==> config.mk <==
export PLATFORM = sky130hd
export DESIGN_NAME = ebc_ctrl
export DESIGN_NICKNAME = d
export VERILOG_FILES = /design/src/hdl/ebc_pkg.sv /design/src/hdl/ebc_ctrl.sv
export SDC_FILE = /design/constraint.sdc
export NUM_CORES = 1
export LEC_CHECK = 0
export BUFFER_PORTS_ARGS = -buffer_cell sky130_fd_sc_hd__buf_2
export CORE_AREA = 2 2 124 126
export DETAILED_ROUTE_END_ITERATION = 6
export DIE_AREA = 0 0 126 128
export GPL_TIMING_DRIVEN = 0
export PLACE_DENSITY = 0.78
export SYNTH_ARGS = -nofsm -noshare
export SYNTH_HDL_FRONTEND = slang
export SYNTH_SLANG_ARGS = --single-unit
==> constraint.sdc <==
create_clock -name ref_clk_i -period 2.4 [get_ports ref_clk_i]
set_input_delay 0.36 -clock ref_clk_i [delete_from_list [all_inputs] [get_ports ref_clk_i]]
set_output_delay 0.36 -clock ref_clk_i [all_outputs]
set_load 0.005 [all_outputs]
==> src/hdl/ebc_pkg.sv <==
`default_nettype none
package ebc_pkg;

   ////////////////////////////////////////////////////////////////////////
   // Register byte offsets on the APB
   localparam logic [7:0] EBC_OFS_CTRL = 8'h00;
   localparam logic [7:0] EBC_OFS_ADDR = 8'h04;
   localparam logic [7:0] EBC_OFS_WDATA = 8'h08;
   localparam logic [7:0] EBC_OFS_CMD = 8'h0c;
   localparam logic [7:0] EBC_OFS_RDATA = 8'h10;
   localparam logic [7:0] EBC_OFS_STATUS = 8'h14;

   // Control register fields
   localparam int EBC_CTRL_SINGLE_BIT = 0;
   localparam int EBC_CTRL_MUX_BIT = 1;
   localparam int EBC_CTRL_CYC_LSB = 4;
   localparam logic [3:0] EBC_CYC_RST = 4'h3;

   // Command register fields
   localparam int EBC_CMD_GO_BIT = 0;
   localparam int EBC_CMD_WR_BIT = 1;
   localparam int EBC_CMD_WORD_BIT = 2;

   // Status register fields
   localparam int EBC_ST_BUSY_BIT = 0;
   localparam int EBC_ST_HOLD_BIT = 1;
   localparam int EBC_ST_MICRO_BIT = 2;
   localparam int EBC_ST_BUS8_BIT = 3;
   localparam int EBC_ST_SINGLE_BIT = 4;
   localparam int EBC_ST_REFUSED_BIT = 5;
   localparam int EBC_ST_STRAP_BIT = 6;

   // Bus geometry
   localparam int EBC_ADDR_W = 20;
   localparam int EBC_DATA_W = 16;
   localparam int EBC_CS_N = 4;
   localparam int EBC_CS_LSB = 18;

   // Edges after reset release before straps are caught
   localparam logic [1:0] EBC_STRAP_WAIT = 2'd2;

   ////////////////////////////////////////////////////////////////////////
   // Types
   typedef enum logic [2:0] {
      EBC_IDLE = 3'b000,
      EBC_LATCH = 3'b001,
      EBC_STROBE = 3'b010,
      EBC_RECOVER = 3'b011,
      EBC_HOLD = 3'b100
   } ebc_fsm_t;

   typedef struct packed {
      logic psel;
      logic penable;
      logic pwrite;
      logic [7:0] paddr;
      logic [31:0] pwdata;
   } ebc_apb_req_t;

   typedef struct packed {
      logic [19:0] addr;
      logic addr_oe;
      logic [15:0] dout;
      logic [1:0] data_oe;
      logic [3:0] cs_n;
      logic ctl_oe;
      logic ale;
      logic wrl_n;
      logic wrh_n;
      logic wr_n;
      logic bhe_n;
      logic rd_n;
      logic grant_n;
   } ebc_pins_t;

   localparam ebc_pins_t EBC_PINS_RST = '{
      addr: 20'h00000, addr_oe: 1'b0, dout: 16'h0000, data_oe: 2'b00,
      cs_n: 4'hf, ctl_oe: 1'b0, ale: 1'b0, wrl_n: 1'b1, wrh_n: 1'b1,
      wr_n: 1'b1, bhe_n: 1'b1, rd_n: 1'b1, grant_n: 1'b1};

endpackage : ebc_pkg
`default_nettype wire

==> src/hdl/ebc_ctrl.sv <==
// The register offsets and the APB interface to the registers are this design's own decisions.
`default_nettype none
module ebc_ctrl
   import ebc_pkg::*;
#(
   parameter logic [3:0] STROBE_CYC_RST = EBC_CYC_RST
) (
   input wire logic ref_clk_i,
   input wire logic rstn_i,
   input wire ebc_apb_req_t apb_i,
   output logic [31:0] prdata_o,
   output logic pready_o,
   output logic pslverr_o,
   input wire logic boot_mode_pin_i,
   input wire logic bus_width_select_i,
   input wire logic bus_request_n_i,
   input wire logic wait_request_n_i,
   input wire logic [15:0] ext_data_i,
   output logic [15:0] ext_data_o,
   output logic [15:0] ext_data_oe_o,
   output logic [19:0] ext_addr_o,
   output logic ext_addr_oe_o,
   output logic [3:0] chip_select_n_o,
   output logic ctl_oe_o,
   output logic addr_latch_pulse_o,
   output logic low_byte_store_n_o,
   output logic high_byte_store_n_o,
   output logic store_strobe_n_o,
   output logic upper_byte_enable_n_o,
   output logic read_strobe_n_o,
   output logic bus_grant_n_o
);

   ////////////////////////////////////////////////////////////////////////
   // Parameter check
   if (STROBE_CYC_RST == 4'h0) begin : g_bad_cyc
      $error("STROBE_CYC_RST must be at least one");
   end

   ////////////////////////////////////////////////////////////////////////
   // Whole module state
   typedef struct packed {
      ebc_fsm_t fsm;
      ebc_pins_t pins;
      logic [1:0] boot_s;
      logic [1:0] width_s;
      logic [1:0] hold_s;
      logic [1:0] wait_s;
      logic [15:0] din_s1;
      logic [15:0] din_s2;
      logic [1:0] strap_cnt;
      logic strap_done;
      logic micro_mode;
      logic bus8;
      logic single_sel;
      logic mux_en;
      logic [3:0] cyc;
      logic [19:0] addr;
      logic [15:0] wdata;
      logic [15:0] rdata;
      logic [19:0] acc_addr;
      logic acc_wr;
      logic acc_word;
      logic busy;
      logic refused;
      logic [3:0] cnt;
      logic [31:0] prdata;
      logic pready;
      logic pslverr;
   } ebc_state_t;

   ebc_state_t state_r;
   ebc_state_t state_nxt;

   ////////////////////////////////////////////////////////////////////////
   // Next-state logic
   always_comb begin
      logic eff_single;
      logic odd;
      logic word16;
      logic sep16;
      logic apb_acc;
      logic apb_done;
      logic [31:0] rd_val;
      logic [7:0] ofs;
      logic active;
      eff_single = 1'b0;
      odd = 1'b0;
      word16 = 1'b0;
      sep16 = 1'b0;
      apb_acc = 1'b0;
      apb_done = 1'b0;
      rd_val = 32'h00000000;
      ofs = 8'h00;
      active = 1'b0;
      state_nxt = state_r;

      // Pin synchronisers, only the second stage is read
      state_nxt.boot_s = {state_r.boot_s[0], boot_mode_pin_i};
      state_nxt.width_s = {state_r.width_s[0], bus_width_select_i};
      state_nxt.hold_s = {state_r.hold_s[0], bus_request_n_i};
      state_nxt.wait_s = {state_r.wait_s[0], wait_request_n_i};
      state_nxt.din_s1 = ext_data_i;
      state_nxt.din_s2 = state_r.din_s1;

      if (!state_r.strap_done) begin
         if (state_r.strap_cnt == EBC_STRAP_WAIT) begin
            state_nxt.strap_done = 1'b1;
            state_nxt.micro_mode = state_r.boot_s[1];
            state_nxt.bus8 = state_r.width_s[1];
         end else begin
            state_nxt.strap_cnt = state_r.strap_cnt + 2'd1;
         end
      end

      eff_single = state_r.single_sel | state_r.bus8;
      odd = state_r.acc_addr[0];
      sep16 = ~state_r.bus8 & ~state_r.mux_en;
      word16 = state_r.acc_word & sep16;

      // APB read decode, answered one cycle into the access phase
      ofs = apb_i.paddr;
      apb_acc = apb_i.psel & apb_i.penable & ~state_r.pready;
      apb_done = apb_i.psel & apb_i.penable & state_r.pready;
      state_nxt.pready = apb_acc;
      state_nxt.pslverr = 1'b0;
      if (apb_acc) begin
         case (ofs)
            EBC_OFS_CTRL: begin
               rd_val[EBC_CTRL_SINGLE_BIT] = state_r.single_sel;
               rd_val[EBC_CTRL_MUX_BIT] = state_r.mux_en;
               rd_val[EBC_CTRL_CYC_LSB +: 4] = state_r.cyc;
            end
            EBC_OFS_ADDR: rd_val[19:0] = state_r.addr;
            EBC_OFS_WDATA: rd_val[15:0] = state_r.wdata;
            EBC_OFS_CMD: rd_val = 32'h00000000;
            EBC_OFS_RDATA: rd_val[15:0] = state_r.rdata;
            EBC_OFS_STATUS: begin
               rd_val[EBC_ST_BUSY_BIT] = state_r.busy;
               rd_val[EBC_ST_HOLD_BIT] = (state_r.fsm == EBC_HOLD);
               rd_val[EBC_ST_MICRO_BIT] = state_r.micro_mode;
               rd_val[EBC_ST_BUS8_BIT] = state_r.bus8;
               rd_val[EBC_ST_SINGLE_BIT] = eff_single;
               rd_val[EBC_ST_REFUSED_BIT] = state_r.refused;
               rd_val[EBC_ST_STRAP_BIT] = state_r.strap_done;
            end
            default: state_nxt.pslverr = 1'b1;
         endcase
         state_nxt.prdata = apb_i.pwrite ? 32'h00000000 : rd_val;
      end

      // APB writes take effect on the completing edge
      if (apb_done && apb_i.pwrite) begin
         case (ofs)
            EBC_OFS_CTRL: begin
               state_nxt.single_sel = apb_i.pwdata[EBC_CTRL_SINGLE_BIT];
               state_nxt.mux_en = apb_i.pwdata[EBC_CTRL_MUX_BIT];
               if (apb_i.pwdata[EBC_CTRL_CYC_LSB +: 4] != 4'h0) begin
                  state_nxt.cyc = apb_i.pwdata[EBC_CTRL_CYC_LSB +: 4];
               end
            end
            EBC_OFS_ADDR: state_nxt.addr = apb_i.pwdata[19:0];
            EBC_OFS_WDATA: state_nxt.wdata = apb_i.pwdata[15:0];
            EBC_OFS_STATUS: begin
               if (apb_i.pwdata[EBC_ST_REFUSED_BIT]) begin
                  state_nxt.refused = 1'b0;
               end
            end
            EBC_OFS_CMD: begin
               if (apb_i.pwdata[EBC_CMD_GO_BIT]) begin
                  if (state_r.busy || !state_r.micro_mode ||
                      !state_r.strap_done) begin
                     state_nxt.refused = 1'b1;
                  end else begin
                     state_nxt.busy = 1'b1;
                     state_nxt.acc_addr = state_r.addr;
                     state_nxt.acc_wr = apb_i.pwdata[EBC_CMD_WR_BIT];
                     state_nxt.acc_word = apb_i.pwdata[EBC_CMD_WORD_BIT];
                  end
               end
            end
            default: state_nxt.refused = state_r.refused;
         endcase
      end

      // Access sequencer
      case (state_r.fsm)
         EBC_IDLE: begin
            if (state_r.strap_done && !state_r.hold_s[1]) begin
               state_nxt.fsm = EBC_HOLD;
            end else if (state_r.busy) begin
               state_nxt.fsm = EBC_LATCH;
            end
         end
         EBC_LATCH: begin
            state_nxt.fsm = EBC_STROBE;
            state_nxt.cnt = state_r.cyc - 4'd1;
         end
         EBC_STROBE: begin
            if (state_r.cnt != 4'h0) begin
               state_nxt.cnt = state_r.cnt - 4'd1;
            end else if (state_r.wait_s[1]) begin
               state_nxt.fsm = EBC_RECOVER;
               if (!state_r.acc_wr) begin
                  if (word16) begin
                     state_nxt.rdata = state_r.din_s2;
                  end else if (sep16 && odd) begin
                     state_nxt.rdata = {8'h00, state_r.din_s2[15:8]};
                  end else begin
                     state_nxt.rdata = {8'h00, state_r.din_s2[7:0]};
                  end
               end
            end
         end
         EBC_RECOVER: begin
            state_nxt.fsm = EBC_IDLE;
            state_nxt.busy = 1'b0;
         end
         EBC_HOLD: begin
            if (state_r.hold_s[1]) begin
               state_nxt.fsm = EBC_IDLE;
            end
         end
         default: state_nxt.fsm = EBC_IDLE;
      endcase

      // Pin values registered from the next state
      state_nxt.pins = EBC_PINS_RST;
      state_nxt.pins.addr = state_nxt.acc_addr;
      active = (state_nxt.fsm == EBC_LATCH) ||
               (state_nxt.fsm == EBC_STROBE) ||
               (state_nxt.fsm == EBC_RECOVER);
      if (state_nxt.strap_done && state_nxt.micro_mode &&
          state_nxt.fsm != EBC_HOLD) begin
         state_nxt.pins.addr_oe = 1'b1;
         state_nxt.pins.ctl_oe = 1'b1;
      end
      state_nxt.pins.grant_n = (state_nxt.fsm != EBC_HOLD);
      if (active) begin
         state_nxt.pins.cs_n[state_nxt.acc_addr[EBC_CS_LSB +: 2]] = 1'b0;
         if (eff_single) begin
            state_nxt.pins.bhe_n = ~(odd | word16);
         end
      end
      if (state_nxt.fsm == EBC_LATCH) begin
         state_nxt.pins.ale = 1'b1;
         if (state_r.mux_en) begin
            state_nxt.pins.dout[7:0] = state_r.bus8 ?
               state_nxt.acc_addr[7:0] : state_nxt.acc_addr[8:1];
            state_nxt.pins.data_oe[0] = 1'b1;
         end
      end
      if ((state_nxt.fsm == EBC_STROBE || state_nxt.fsm == EBC_RECOVER) &&
          state_r.acc_wr) begin
         state_nxt.pins.dout = word16 ? state_r.wdata :
            {state_r.wdata[7:0], state_r.wdata[7:0]};
         state_nxt.pins.data_oe[0] = ~sep16 | ~odd | word16;
         state_nxt.pins.data_oe[1] = sep16 & (odd | word16);
      end
      if (state_nxt.fsm == EBC_STROBE) begin
         state_nxt.pins.rd_n = state_r.acc_wr;
         if (eff_single) begin
            state_nxt.pins.wr_n = ~state_r.acc_wr;
         end else begin
            state_nxt.pins.wrl_n = ~(state_r.acc_wr & (~odd | word16));
            state_nxt.pins.wrh_n = ~(state_r.acc_wr & (odd | word16));
         end
      end

      if (!rstn_i) begin
         state_nxt = '0;
         state_nxt.fsm = EBC_IDLE;
         state_nxt.pins = EBC_PINS_RST;
         state_nxt.cyc = STROBE_CYC_RST;
      end
   end

   ////////////////////////////////////////////////////////////////////////
   // State register
   always_ff @(posedge ref_clk_i) begin
      state_r <= state_nxt;
   end

   ////////////////////////////////////////////////////////////////////////
   // Outputs straight from the state register
   assign prdata_o = state_r.prdata;
   assign pready_o = state_r.pready;
   assign pslverr_o = state_r.pslverr;
   assign ext_data_o = state_r.pins.dout;
   assign ext_data_oe_o = {{8{state_r.pins.data_oe[1]}},
                           {8{state_r.pins.data_oe[0]}}};
   assign ext_addr_o = state_r.pins.addr;
   assign ext_addr_oe_o = state_r.pins.addr_oe;
   assign chip_select_n_o = state_r.pins.cs_n;
   assign ctl_oe_o = state_r.pins.ctl_oe;
   assign addr_latch_pulse_o = state_r.pins.ale;
   assign low_byte_store_n_o = state_r.pins.wrl_n;
   assign high_byte_store_n_o = state_r.pins.wrh_n;
   assign store_strobe_n_o = state_r.pins.wr_n;
   assign upper_byte_enable_n_o = state_r.pins.bhe_n;
   assign read_strobe_n_o = state_r.pins.rd_n;
   assign bus_grant_n_o = state_r.pins.grant_n;

endmodule : ebc_ctrl
`default_nettype wire

==> summary.md, run 1 <==
| Metric | Value |
|---|---|
| DR pass1 iterations | 5 |
| Number of distinct library cells after synthesis | between 60 and 70 |
| Avg Inst Size Synth | around 9 um^2 |
| Multi-input gate area | 3290 um^2 |
| FF+latch count, synth | 186 |
| First-pass GRT wire length | ~33000 um |
| Slew @ Worst Pin | 742 ps |
| Synth Flop Type | dfxtp_1 |
| Crit start category | flip-flop |
| DRC errors left | 0 |
| Crit path DAT | 2600 ps |
| IO Port Bufs | about 140 |
| Total power draw | 6.43 mW |
| Yosys warning total | 0 |
| Cells after DPL | approximately 1200 |
| Vias | around 6800 |
| Post-DP Area | slightly below 9000 um^2 |
| Row cnt | 45 |
| Cts bufs inserted | 17 |
| Grt total ovfl | 0 |
| Antenna Cells | 0 |
| Sequential fraction of the synthesis area | 46.9% |
| WL final | ~21000 um |
| Nature of the critical path endpoint | flip-flop |
| P_leak | ~4 nW |
| Share of cells above drive strength 1 | a little over a quarter |
| Cell Area, Synth | 7930 um^2 |
| Die Y | 128 um |
| Ys async rst share | 0% |
| Metal3 WL | between 1500 and 2000 um |
| Top-area cell type share of the netlist area | 46.9% |
| Max-cap viol count | 0 |
| Post-synth EDFFs | 0 |
| Clock buffer depth | 2 |
| Leading area contributor after synthesis | dfxtp_1 |
| Clk sinks | 186 |
| Worst endpoint required time | between 2000 and 3000 ps |
| Top Metal Used | met4 |
| Largest net degree at the start of global routing | 17 |
| Clk slew on worst S/H paths | ~70 ps |
| Status | completed |
| Hold Crit Class | primary input to flip-flop |
| Fin util | between 60% and 70% |
| CTS tree | built |
| Cell count after synthesis | 898 |
| Root buf cell | clkbuf_16 |
| Antenna violations before repair | 0 |
| H-tree levels | 4 |
| Fillcell total | 1290 |
| Largest fanout on the critical path | 8 |
| Routed vias/inst | 5.35 |
| DP HPWL | around 16000 um |
| Synth area leaders | dfxtp_1 (47%), buf_4 (8.4%), nand2_1 (6.9%) |
| Met2 wire length | ~10000 um |
| Crit path kind | flip-flop to flip-flop |
| Peak VDD IR | slightly above 0.5 mV |
| GRT Total Usage | a little over a quarter |
| Die Width | 126 um |
| Worst rel slew slack | approximately half |
| Crit share post-route | between 90% and 100% |
| Final Instance Count excl. Fillers | 1267 |
| Synthesis-to-finish area growth | 20.0% |
| Max Clock Skew | between 8 and 9 ps |
| CTS hold repair buffers | 0 |
| Final hold violation count | 0 |
| Vias in the first global route | ~6200 |
| Final Slew Violations | 0 |
| Die ar. | ~16000 um^2 |
| Total Nets Final | roughly 1100 |
| Routed length on met1 | approximately 8600 um |
| Tmin final | about 2200 ps |
| Pwr/cell area | 675 nW/um^2 |
| Final Wtd Congestion | around 0.95 |
| DR iter-0 viols | about 600 |
| Core area | 14900 um^2 |
| Drt wl/cell | between 15 and 20 um |
| Setup TNS Final | 0 ps |
| F_max | about 450 MHz |
| Most common cell after layout, fill and taps aside | dfxtp_1 |
| # IOs | between 150 and 200 |
| Sequential Area | between 3000 and 4000 um^2 |
| Setup violators final | 0 |
| Routed Antenna Nets | 0 |
| Clk_lat worst skew | about 440 ps |
| Initial Util | approximately 53% |
| Post-route design area | approximately 9500 um^2 |
| Most frequent cells in the layout | dfxtp_1 (186), buf_2 (146), nand2_1 (146), buf_4 (90), o21ai_0 (46) |
## metrics by stage
step	hold WS (ps)	setup slack, ps
floorplan	412	421
global placement	413	97.7
detailed placement	417	21.5
CTS	115	96.1
global route	117	-43.2
finish	126	159
## kinds of logic (layout without fill, tap and decap cells)
kind of cell	Yosys count	count (layout)	synth area share, %
DFF	186	186	46.9
buffers and inverters	161	331	12.3
xor gates and xnor gates	3	3	0.331
muxes	34	34	4.31
other	1	12	0.0473
adders and majority gates	2	2	0.315
and+or+nand+nor	314	314	19.5
AOI/OAI and AO/OA	197	197	16.3
## registers in the layout (all words and copies together) (netlist names)
register               count
addr_latch_pulse_o         1
ctl_oe_o                   1
chip_select_n_o            4
store_strobe_n_o           1
pready_o                   1
read_strobe_n_o            1
low_byte_store_n_o         1
prdata_o                  20
high_byte_store_n_o        1
upper_byte_enable_n_o      1
state_r                  134
pslverr_o                  1
bus_grant_n_o              1
ext_data_oe_o              2
ext_data_o                16
## area by class of cell
| class | count | area share [%] |
|---|---|---|
| Timing Repair Buffer | 138 | 7.28 |
| Multi-Input combinational cell | 562 | 34.6 |
| Tap cell | 188 | 2.47 |
| Clock buffer | 19 | 4.65 |
| Inverter | 14 | 0.552 |
| Clock inverter | 13 | 1.72 |
| Sequential cell | 186 | 39.1 |
| Buffer | 147 | 9.66 |
## layer usage
metal,GRT usage (%),vias up
met5,0,-
met4,12.2,0
met3,5.22,44
met2,44.6,298
met1,32.3,3118
li1,-,3319
## power by group
part | total, mW | internal (mW) | switching, mW
registers | 3.19 | 3.15 | 0.0409
clock network | 2.88 | 1.67 | 1.21
logic | 0.356 | 0.150 | 0.206
total | 6.43 | 4.97 | 1.46
## path summary, 6_finish.rpt
path / from / end / slack (ps) / depth (start not counted)
worst max-delay path: state_r[217] / state_r[36] / 160 / 9
worst min-delay path: ext_data_i[9] / state_r[150] / 130 / 2
worst max register to register: state_r[217] / state_r[36] / 160 / 9
worst min register to register: state_r[163] / state_r[164] / 430 / 1
## worst max-delay path: stages, from the launching register on
cell	delay, ps
dfxtp_1	320
buf_2	190
or3b_2	460
clkbuf_1	180
mux2i_1	260
ha_2	270
nor2_1	50
a21oi_1	120
a32oi_1	110
a21boi_0	210
## Yosys cell counts, types with 3 or more instances
master,number
dfxtp_1,186
nand2_1,146
buf_4,89
o21ai_0,46
and2_1,45
a21oi_1,42
clkbuf_1,42
mux2i_1,33
nand3_1,33
a21boi_0,31
nor2_1,20
a21boi_1,14
inv_1,13
nor2b_1,11
o211a_1,10
o21ai_1,10
a221oi_1,9
and3_1,9
buf_2,9
nor3_1,8
or3_1,6
a22o_1,5
nand4_1,5
nor4_1,5
o22ai_1,5
buf_1,4
a211oi_1,3
a31oi_1,3
and4_1,3
buf_6,3
nand2b_1,3
nor3b_1,3
o41ai_1,3
or3b_2,3
or4_1,3
## timing repair
item	in CTS	in global routing
buffers inserted	0	1
gates resized for setup	0	3
endpoints found under the setup margin	0	10
Note: power is estimated with default switching activity, not from simulation.
==> inputs of run 2 (changes only) <==
--- a/config.mk
+++ b/config.mk
@@ -10,7 +10,8 @@
 export DETAILED_ROUTE_END_ITERATION = 6
 export DIE_AREA = 0 0 126 128
 export GPL_TIMING_DRIVEN = 0
-export PLACE_DENSITY = 0.78
+export PLACE_DENSITY = 0.9
+export REMOVE_ABC_BUFFERS = 1
 export SYNTH_ARGS = -nofsm -noshare
 export SYNTH_HDL_FRONTEND = slang
 export SYNTH_SLANG_ARGS = --single-unit
==> run 2 against run 1 <==
  * Non-clock buffer count down 140
  * Die area did not move
  * Critical path depth shrank 5
  * Sequential share of layout area increased by 3.7 points
  * Largest power group unchanged
  * Clock skew up 2.2 ps
  * Fmax is 1.3% lower
  * Via count decreased by 3.7%
  * Critical path type unchanged
  * Register-to-register slack got worse by 30 ps
  * Sequential power about the same
  * Power fell by 0.58%
  * First-iteration DRC count rose by 49%
==> summary.md, run 2 (same netlist as run 1, synthesis figures left out) <==
| Metric | Value |
|---|---|
| Status | completed |
| Switching Power | ~1.4 mW |
| IO Port Bufs | 139 |
| Initial Util | between 50% and 60% |
| Tmin final | 2270 ps |
| Combinational group share of total power | 4.9% |
| H-tree levels | 4 |
| Clk sinks | 186 |
| Fillcell total | 1244 |
| Antenna violations before repair | 3 |
| Cts bufs inserted | 17 |
| Total Nets Final | between 900 and 1000 |
| Hold Crit Class | primary input to flip-flop |
| Clock buffer depth | 2 |
| Routed vias/inst | just under 6 |
| Final hold violation count | 0 |
| Clock network power share | a little under half |
| Vias in the first global route | roughly 5700 |
| Die Y | about 130 um |
| Setup WS pre-CTS | -469 ps |
| Max-cap viol count | 0 |
| Grt total ovfl | 0 |
| Top reg by flops | state_r |
| Largest fanout on the critical path | 24 |
| F_max | approximately 440 MHz |
| Crit path kind | flip-flop to flip-flop |
| Drt wl/cell | around 17 um |
| DP HPWL | ~13000 um |
| Max reg flops | 134 |
| Worst rel slew slack | between 30% and 40% |
| CTS hold repair buffers | 0 |
| Pwr/cell area | 735 nW/um^2 |
| DR iter-0 viols | 906 |
| Final Wtd Congestion | 0.946 |
| First-pass GRT wire length | roughly 30000 um |
| Row cnt | 45 |
| WL final | approximately 20000 um |
| Worst endpoint required time | roughly 2800 ps |
| Crit path DAT | ~2600 ps |
| GRT Total Usage | a little under a quarter |
| Clk_lat worst skew | roughly 430 ps |
| P_leak | 3.52 nW |
| RSZ-0062 raised after global routing | no |
| Post-route design area | around 8700 um^2 |
| Worst hold margin | around 130 ps |
| Die ar. | ~16000 um^2 |
| DR pass1 iterations | 7 |
| DRC errors left | 0 |
| Switching share of power | a little over a fifth |
| Crit share post-route | between 90% and 100% |
| Core area | roughly 15000 um^2 |
| Setup violators final | 0 |
| Largest net degree at the start of global routing | ~120 |
| Final Slew Violations | 0 |
| Setup ws final | between 100 and 150 ps |
| Nature of the critical path endpoint | flip-flop |
| Most common cell after layout, fill and taps aside | dfxtp_1 |
| Routed Antenna Nets | 0 |
| Clk slew on worst S/H paths | around 60 ps |
| Seq pwr share | between 40% and 50% |
| # IOs | about 160 |
| Total power draw | around 6.4 mW |
| Peak VDD IR | about 0.54 mV |
| Vias | approximately 6500 |
| Slew @ Worst Pin | 978 ps |
| Synthesis-to-finish area growth | 9.60% |
| Crit start category | flip-flop |
| Share of cells above drive strength 1 | about a fifth |
| Die Width | 126 um |
| Max Clock Skew | ~10 ps |
| Int Pwr | between 5 and 6 mW |
| CTS tree | built |
| Most frequent cells in the layout | dfxtp_1 (186), nand2_1 (146), buf_2 (138), o21ai_0 (46), and2_1 (45) |
| Root buf cell | clkbuf_16 |
| Post-DP Area | slightly above 8000 um^2 |
## run 2: per-stage QoR
| stage | instances | setup TNS, ps | util [%] |
|---|---|---|---|
| 2_1_floorplan | 762 | -9280 | - |
| 3_3_place_gp | 1089 | -96640 | 53.7 |
| 3_5_place_dp | 1094 | -14390 | 54.3 |
| 4_1_cts | 1126 | 0 | 58.4 |
| 5_1_grt | 1129 | 0 | 58.5 |
| 6_report | 1129 | 0 | 58.5 |
## run 2: final cells by class
cell class,count,area (um^2),area share (%)
sequential,186,3720,42.8
clock buffer,25,495,5.70
timing repair buffer,145,762,8.76
inverter,14,52.6,0.604
multi-input combinational,562,3310,38.1
tap,188,235,2.71
antenna,2,5.00,0.0576
clock inverter,7,113,1.29
## run 2: what timing repair did
item | in CTS | in global routing
cloned | 0 | 0
resized for setup | 3 | 0
pin swaps | 0 | 1
setup endpoints to repair | 11 | 14
setup buffers | 0 | 1
## run 2: power groups by stage
| stage | combinational [mW] | clock, mW | sequential [mW] |
|---|---|---|---|
| 2_1_floorplan | 0.171 | 0 | 3.25 |
| 3_3_place_gp | 0.296 | 0 | 3.26 |
| 3_5_place_dp | 0.306 | 0 | 3.26 |
| 4_1_cts | 0.308 | 2.88 | 3.19 |
| 5_1_grt | 0.345 | 3.03 | 3.19 |
| 6_report | 0.313 | 2.89 | 3.19 |
## run 2: critical path, cell delays in order (launching register included)
cell and delay [ps]:
dfxtp_1 470, nor3b_1 660, and4b_2 650, nand3_1 160, a21boi_0 230
## run 2: final timing paths
path	from	endpoint	slack, ps	cells after the start
max	state_r[217]	state_r[75]	130	4
min	ext_data_i[13]	state_r[154]	130	2
max reg2reg	state_r[217]	state_r[75]	130	4
min reg2reg	state_r[148]	state_r[132]	430	1
## run 2: per-layer routing
metal	vias up	wire length [um]	track usage [%]
li1	3028	-	-
met1	3034	8000	31.1
met2	414	8980	37.6
met3	52	2190	6.18
met4	0	552	9.70
met5	-	0	0
==> inputs of run 3 (changes only) <==
--- a/config.mk
+++ b/config.mk
@@ -6,11 +6,11 @@
 export NUM_CORES = 1
 export LEC_CHECK = 0
 export BUFFER_PORTS_ARGS = -buffer_cell sky130_fd_sc_hd__buf_2
-export CORE_AREA = 2 2 124 126
+export CORE_AREA = 2 2 131 133
 export DETAILED_ROUTE_END_ITERATION = 6
-export DIE_AREA = 0 0 126 128
+export DIE_AREA = 0 0 133 135
 export GPL_TIMING_DRIVEN = 0
-export PLACE_DENSITY = 0.9
+export PLACE_DENSITY = 0.85
 export REMOVE_ABC_BUFFERS = 1
 export SYNTH_ARGS = -nofsm -noshare
 export SYNTH_HDL_FRONTEND = slang
==> constraint.sdc (replaced) <==
create_clock -name ref_clk_i -period 1.9 [get_ports ref_clk_i]
set_input_delay 0.285 -clock ref_clk_i [delete_from_list [all_inputs] [get_ports ref_clk_i]]
set_output_delay 0.285 -clock ref_clk_i [all_outputs]
set_load 0.005 [all_outputs]
==> run 3 against run 2 <==
  * The flow now finishes with violations (design-rule violations)
  * Wire length rose by 2.7%
  * Count of clock-buffer cells in the layout shrank 2
  * Power increased by 25%
  * Critical endpoint is now state_r[36]
==> summary.md, run 3 (same netlist as run 1, synthesis figures left out) <==
| Metric | Value |
|---|---|
| Most frequent cells in the layout | dfxtp_1 (182), nand2_1 (145), buf_2 (138), o21ai_0 (46), and2_1 (44) |
| CTS tree | built |
| Crit path DAT | between 2000 and 2500 ps |
| Final hold violation count | 0 |
| Setup TNS Final | 0 ps |
| Crit start category | flip-flop |
| Largest net degree at the start of global routing | between 100 and 150 |
| Worst rel slew slack | 36.6% |
| Slew @ Worst Pin | roughly 950 ps |
| Multi-input gate area | about 3400 um^2 |
| Crit share post-route | around 97% |
| Crit-path leading delay family | simple AND/OR/NAND/NOR gates |
| Cts bufs inserted | 17 |
| Setup violators final | 0 |
| Status | complete, but fails checks |
| Worst endpoint required time | between 2000 and 2500 ps |
| Buf+Inv Stages, Crit Path | 0 |
| RSZ-0062 raised after global routing | no |
| # IOs | between 150 and 200 |
| F_max | between 500 and 600 MHz |
| Total Nets Final | roughly 1000 |
| Slowest cell delay on critical path | approximately 440 ps |
| Clk sinks | around 190 |
| Crit-path slowest cell | or3b_4 |
| CP Depth | 7 |
| Clk slew on worst S/H paths | about 60 ps |
| Initial Util | a little under 50% |
| P_leak | ~3.6 nW |
| CP Launch Point | state_r[217] |
| Core area | roughly 16000 um^2 |
| Top Metal Used | met5 |
| Routed Antenna Nets | 0 |
| Antenna violations before repair | 3 |
| DR pass1 iterations | 7 |
| Largest fanout on the critical path | 8 |
| Die Y | approximately 140 um |
| Peak VDD IR | between 0.6 and 0.7 mV |
| Top reg by flops | state_r |
| Sequential Area | roughly 3700 um^2 |
| DRC errors left | 1 |
| DR iter-0 viols | a little under 800 |
| Metal3 WL | approximately 2300 um |
| Worst hold margin | between 60 and 70 ps |
| IO Port Bufs | about 140 |
| Failing checks | design-rule violations |
| Routed length on met1 | approximately 8300 um |
| Nature of the critical path endpoint | flip-flop |
| H-tree levels | 4 |
| Root buf cell | clkbuf_16 |
| Grt total ovfl | 0 |
| Fillcell total | ~1500 |
| Clk_lat worst skew | between 400 and 500 ps |
| Final Slew Violations | 0 |
| Met2 wire length | roughly 9000 um |
| Worst r2r src | state_r[217] |
| GRT Total Usage | 21.8% |
| R2R depth | 7 |
| WL final | ~20000 um |
| Hold Crit Class | primary input to flip-flop |
| First-pass GRT wire length | between 30000 and 40000 um |
| Share of cells above drive strength 1 | between 20% and 30% |
| Tmin final | ~1800 ps |
| Crit path kind | flip-flop to flip-flop |
| Vias | roughly 6600 |
| Max-cap viol count | 0 |
| Worst setup path end | state_r[36] |
| Final Instance Count excl. Fillers | 1166 |
| Final Wtd Congestion | slightly above 0.9 |
| Worst path cell trace | or3b_4 -> mux2i_4 -> ha_2 -> nor2_1 -> a21oi_1 -> a32oi_1 -> a21boi_0 |
| Synthesis-to-finish area growth | 12.0% |
| Die ar. | 18000 um^2 |
| Vias in the first global route | 5816 |
| Cells after DPL | around 1100 |
| Row cnt | 47 |
| Drt wl/cell | between 15 and 20 um |
| Critical R2R Capture | state_r[36] |
| Max Clock Skew | approximately 12 ps |
| Pwr/cell area | roughly 900 nW/um^2 |
| Most common cell after layout, fill and taps aside | dfxtp_1 |
| Max reg flops | between 100 and 150 |
| Routed vias/inst | around 5.6 |
| Die Width | 133 um |
| DP HPWL | between 10000 and 15000 um |
| CTS hold repair buffers | 0 |
| Clock buffer depth | 2 |
| Total power draw | about 8.0 mW |
| R2R Setup Slk | between 60 and 70 ps |
-- run 3: stage by stage --
| stage | setup slack [ps] | area, um^2 | util (%) |
|---|---|---|---|
| 4_1_cts | 4.37 | 8800 | 53.6 |
| 3_5_place_dp | -866 | 8110 | 49.4 |
| 5_1_grt | 2.32 | 8890 | 54.2 |
| 6_report | 63.0 | 8890 | 54.2 |
| 2_1_floorplan | -695 | 7060 | - |
| 3_3_place_gp | -1970 | 8030 | 48.9 |
-- run 3: final cells by class --
type                            count  share of cell area [%]
Inverter                           14                   0.634
Clock inverter                      8                    1.32
Sequential cell                   186                    42.0
Clock buffer                       23                    5.38
Tap cell                          220                    3.10
Antenna cell                        2                  0.0563
Multi-Input combinational cell    563                    38.4
Timing Repair Buffer              150                    9.18
-- run 3: power breakdown --
group | internal [mW] | leakage, nW | switching [mW]
combinational | 0.167 | 1.75 | 0.240
clock | 2.16 | 0.293 | 1.41
sequential | 3.98 | 1.51 | 0.0567
total | 6.30 | 3.56 | 1.71
-- run 3: worst min-delay path by stage --
| stage | startpoint | cells after the start | endpoint |
|---|---|---|---|
| after detailed placement | state_r[151] | 1 | state_r[135] |
| after global routing | ext_data_i[1] | 2 | state_r[142] |
| final | ext_data_i[10] | 2 | state_r[151] |
| after floorplan | rstn_i | 1 | state_r[114] |
| after CTS | ext_data_i[10] | 2 | state_r[151] |
| after global placement | state_r[157] | 1 | state_r[158] |
-- run 3: routing by layer --
metal / up-vias / GRT usage (%)
li1: 3049 / -
met1: 3054 / 28.4
met2: 422 / 33.7
met3: 59 / 6.53
met4: 2 / 9.14
met5: - / 0
-- run 3: timing repair --
action                                  in CTS  in global routing
endpoints found under the setup margin      90                 60
pin swaps                                    4                  4
gates resized for setup                     17                 13
gates cloned                                 0                  1
setup buffers                                3                  3
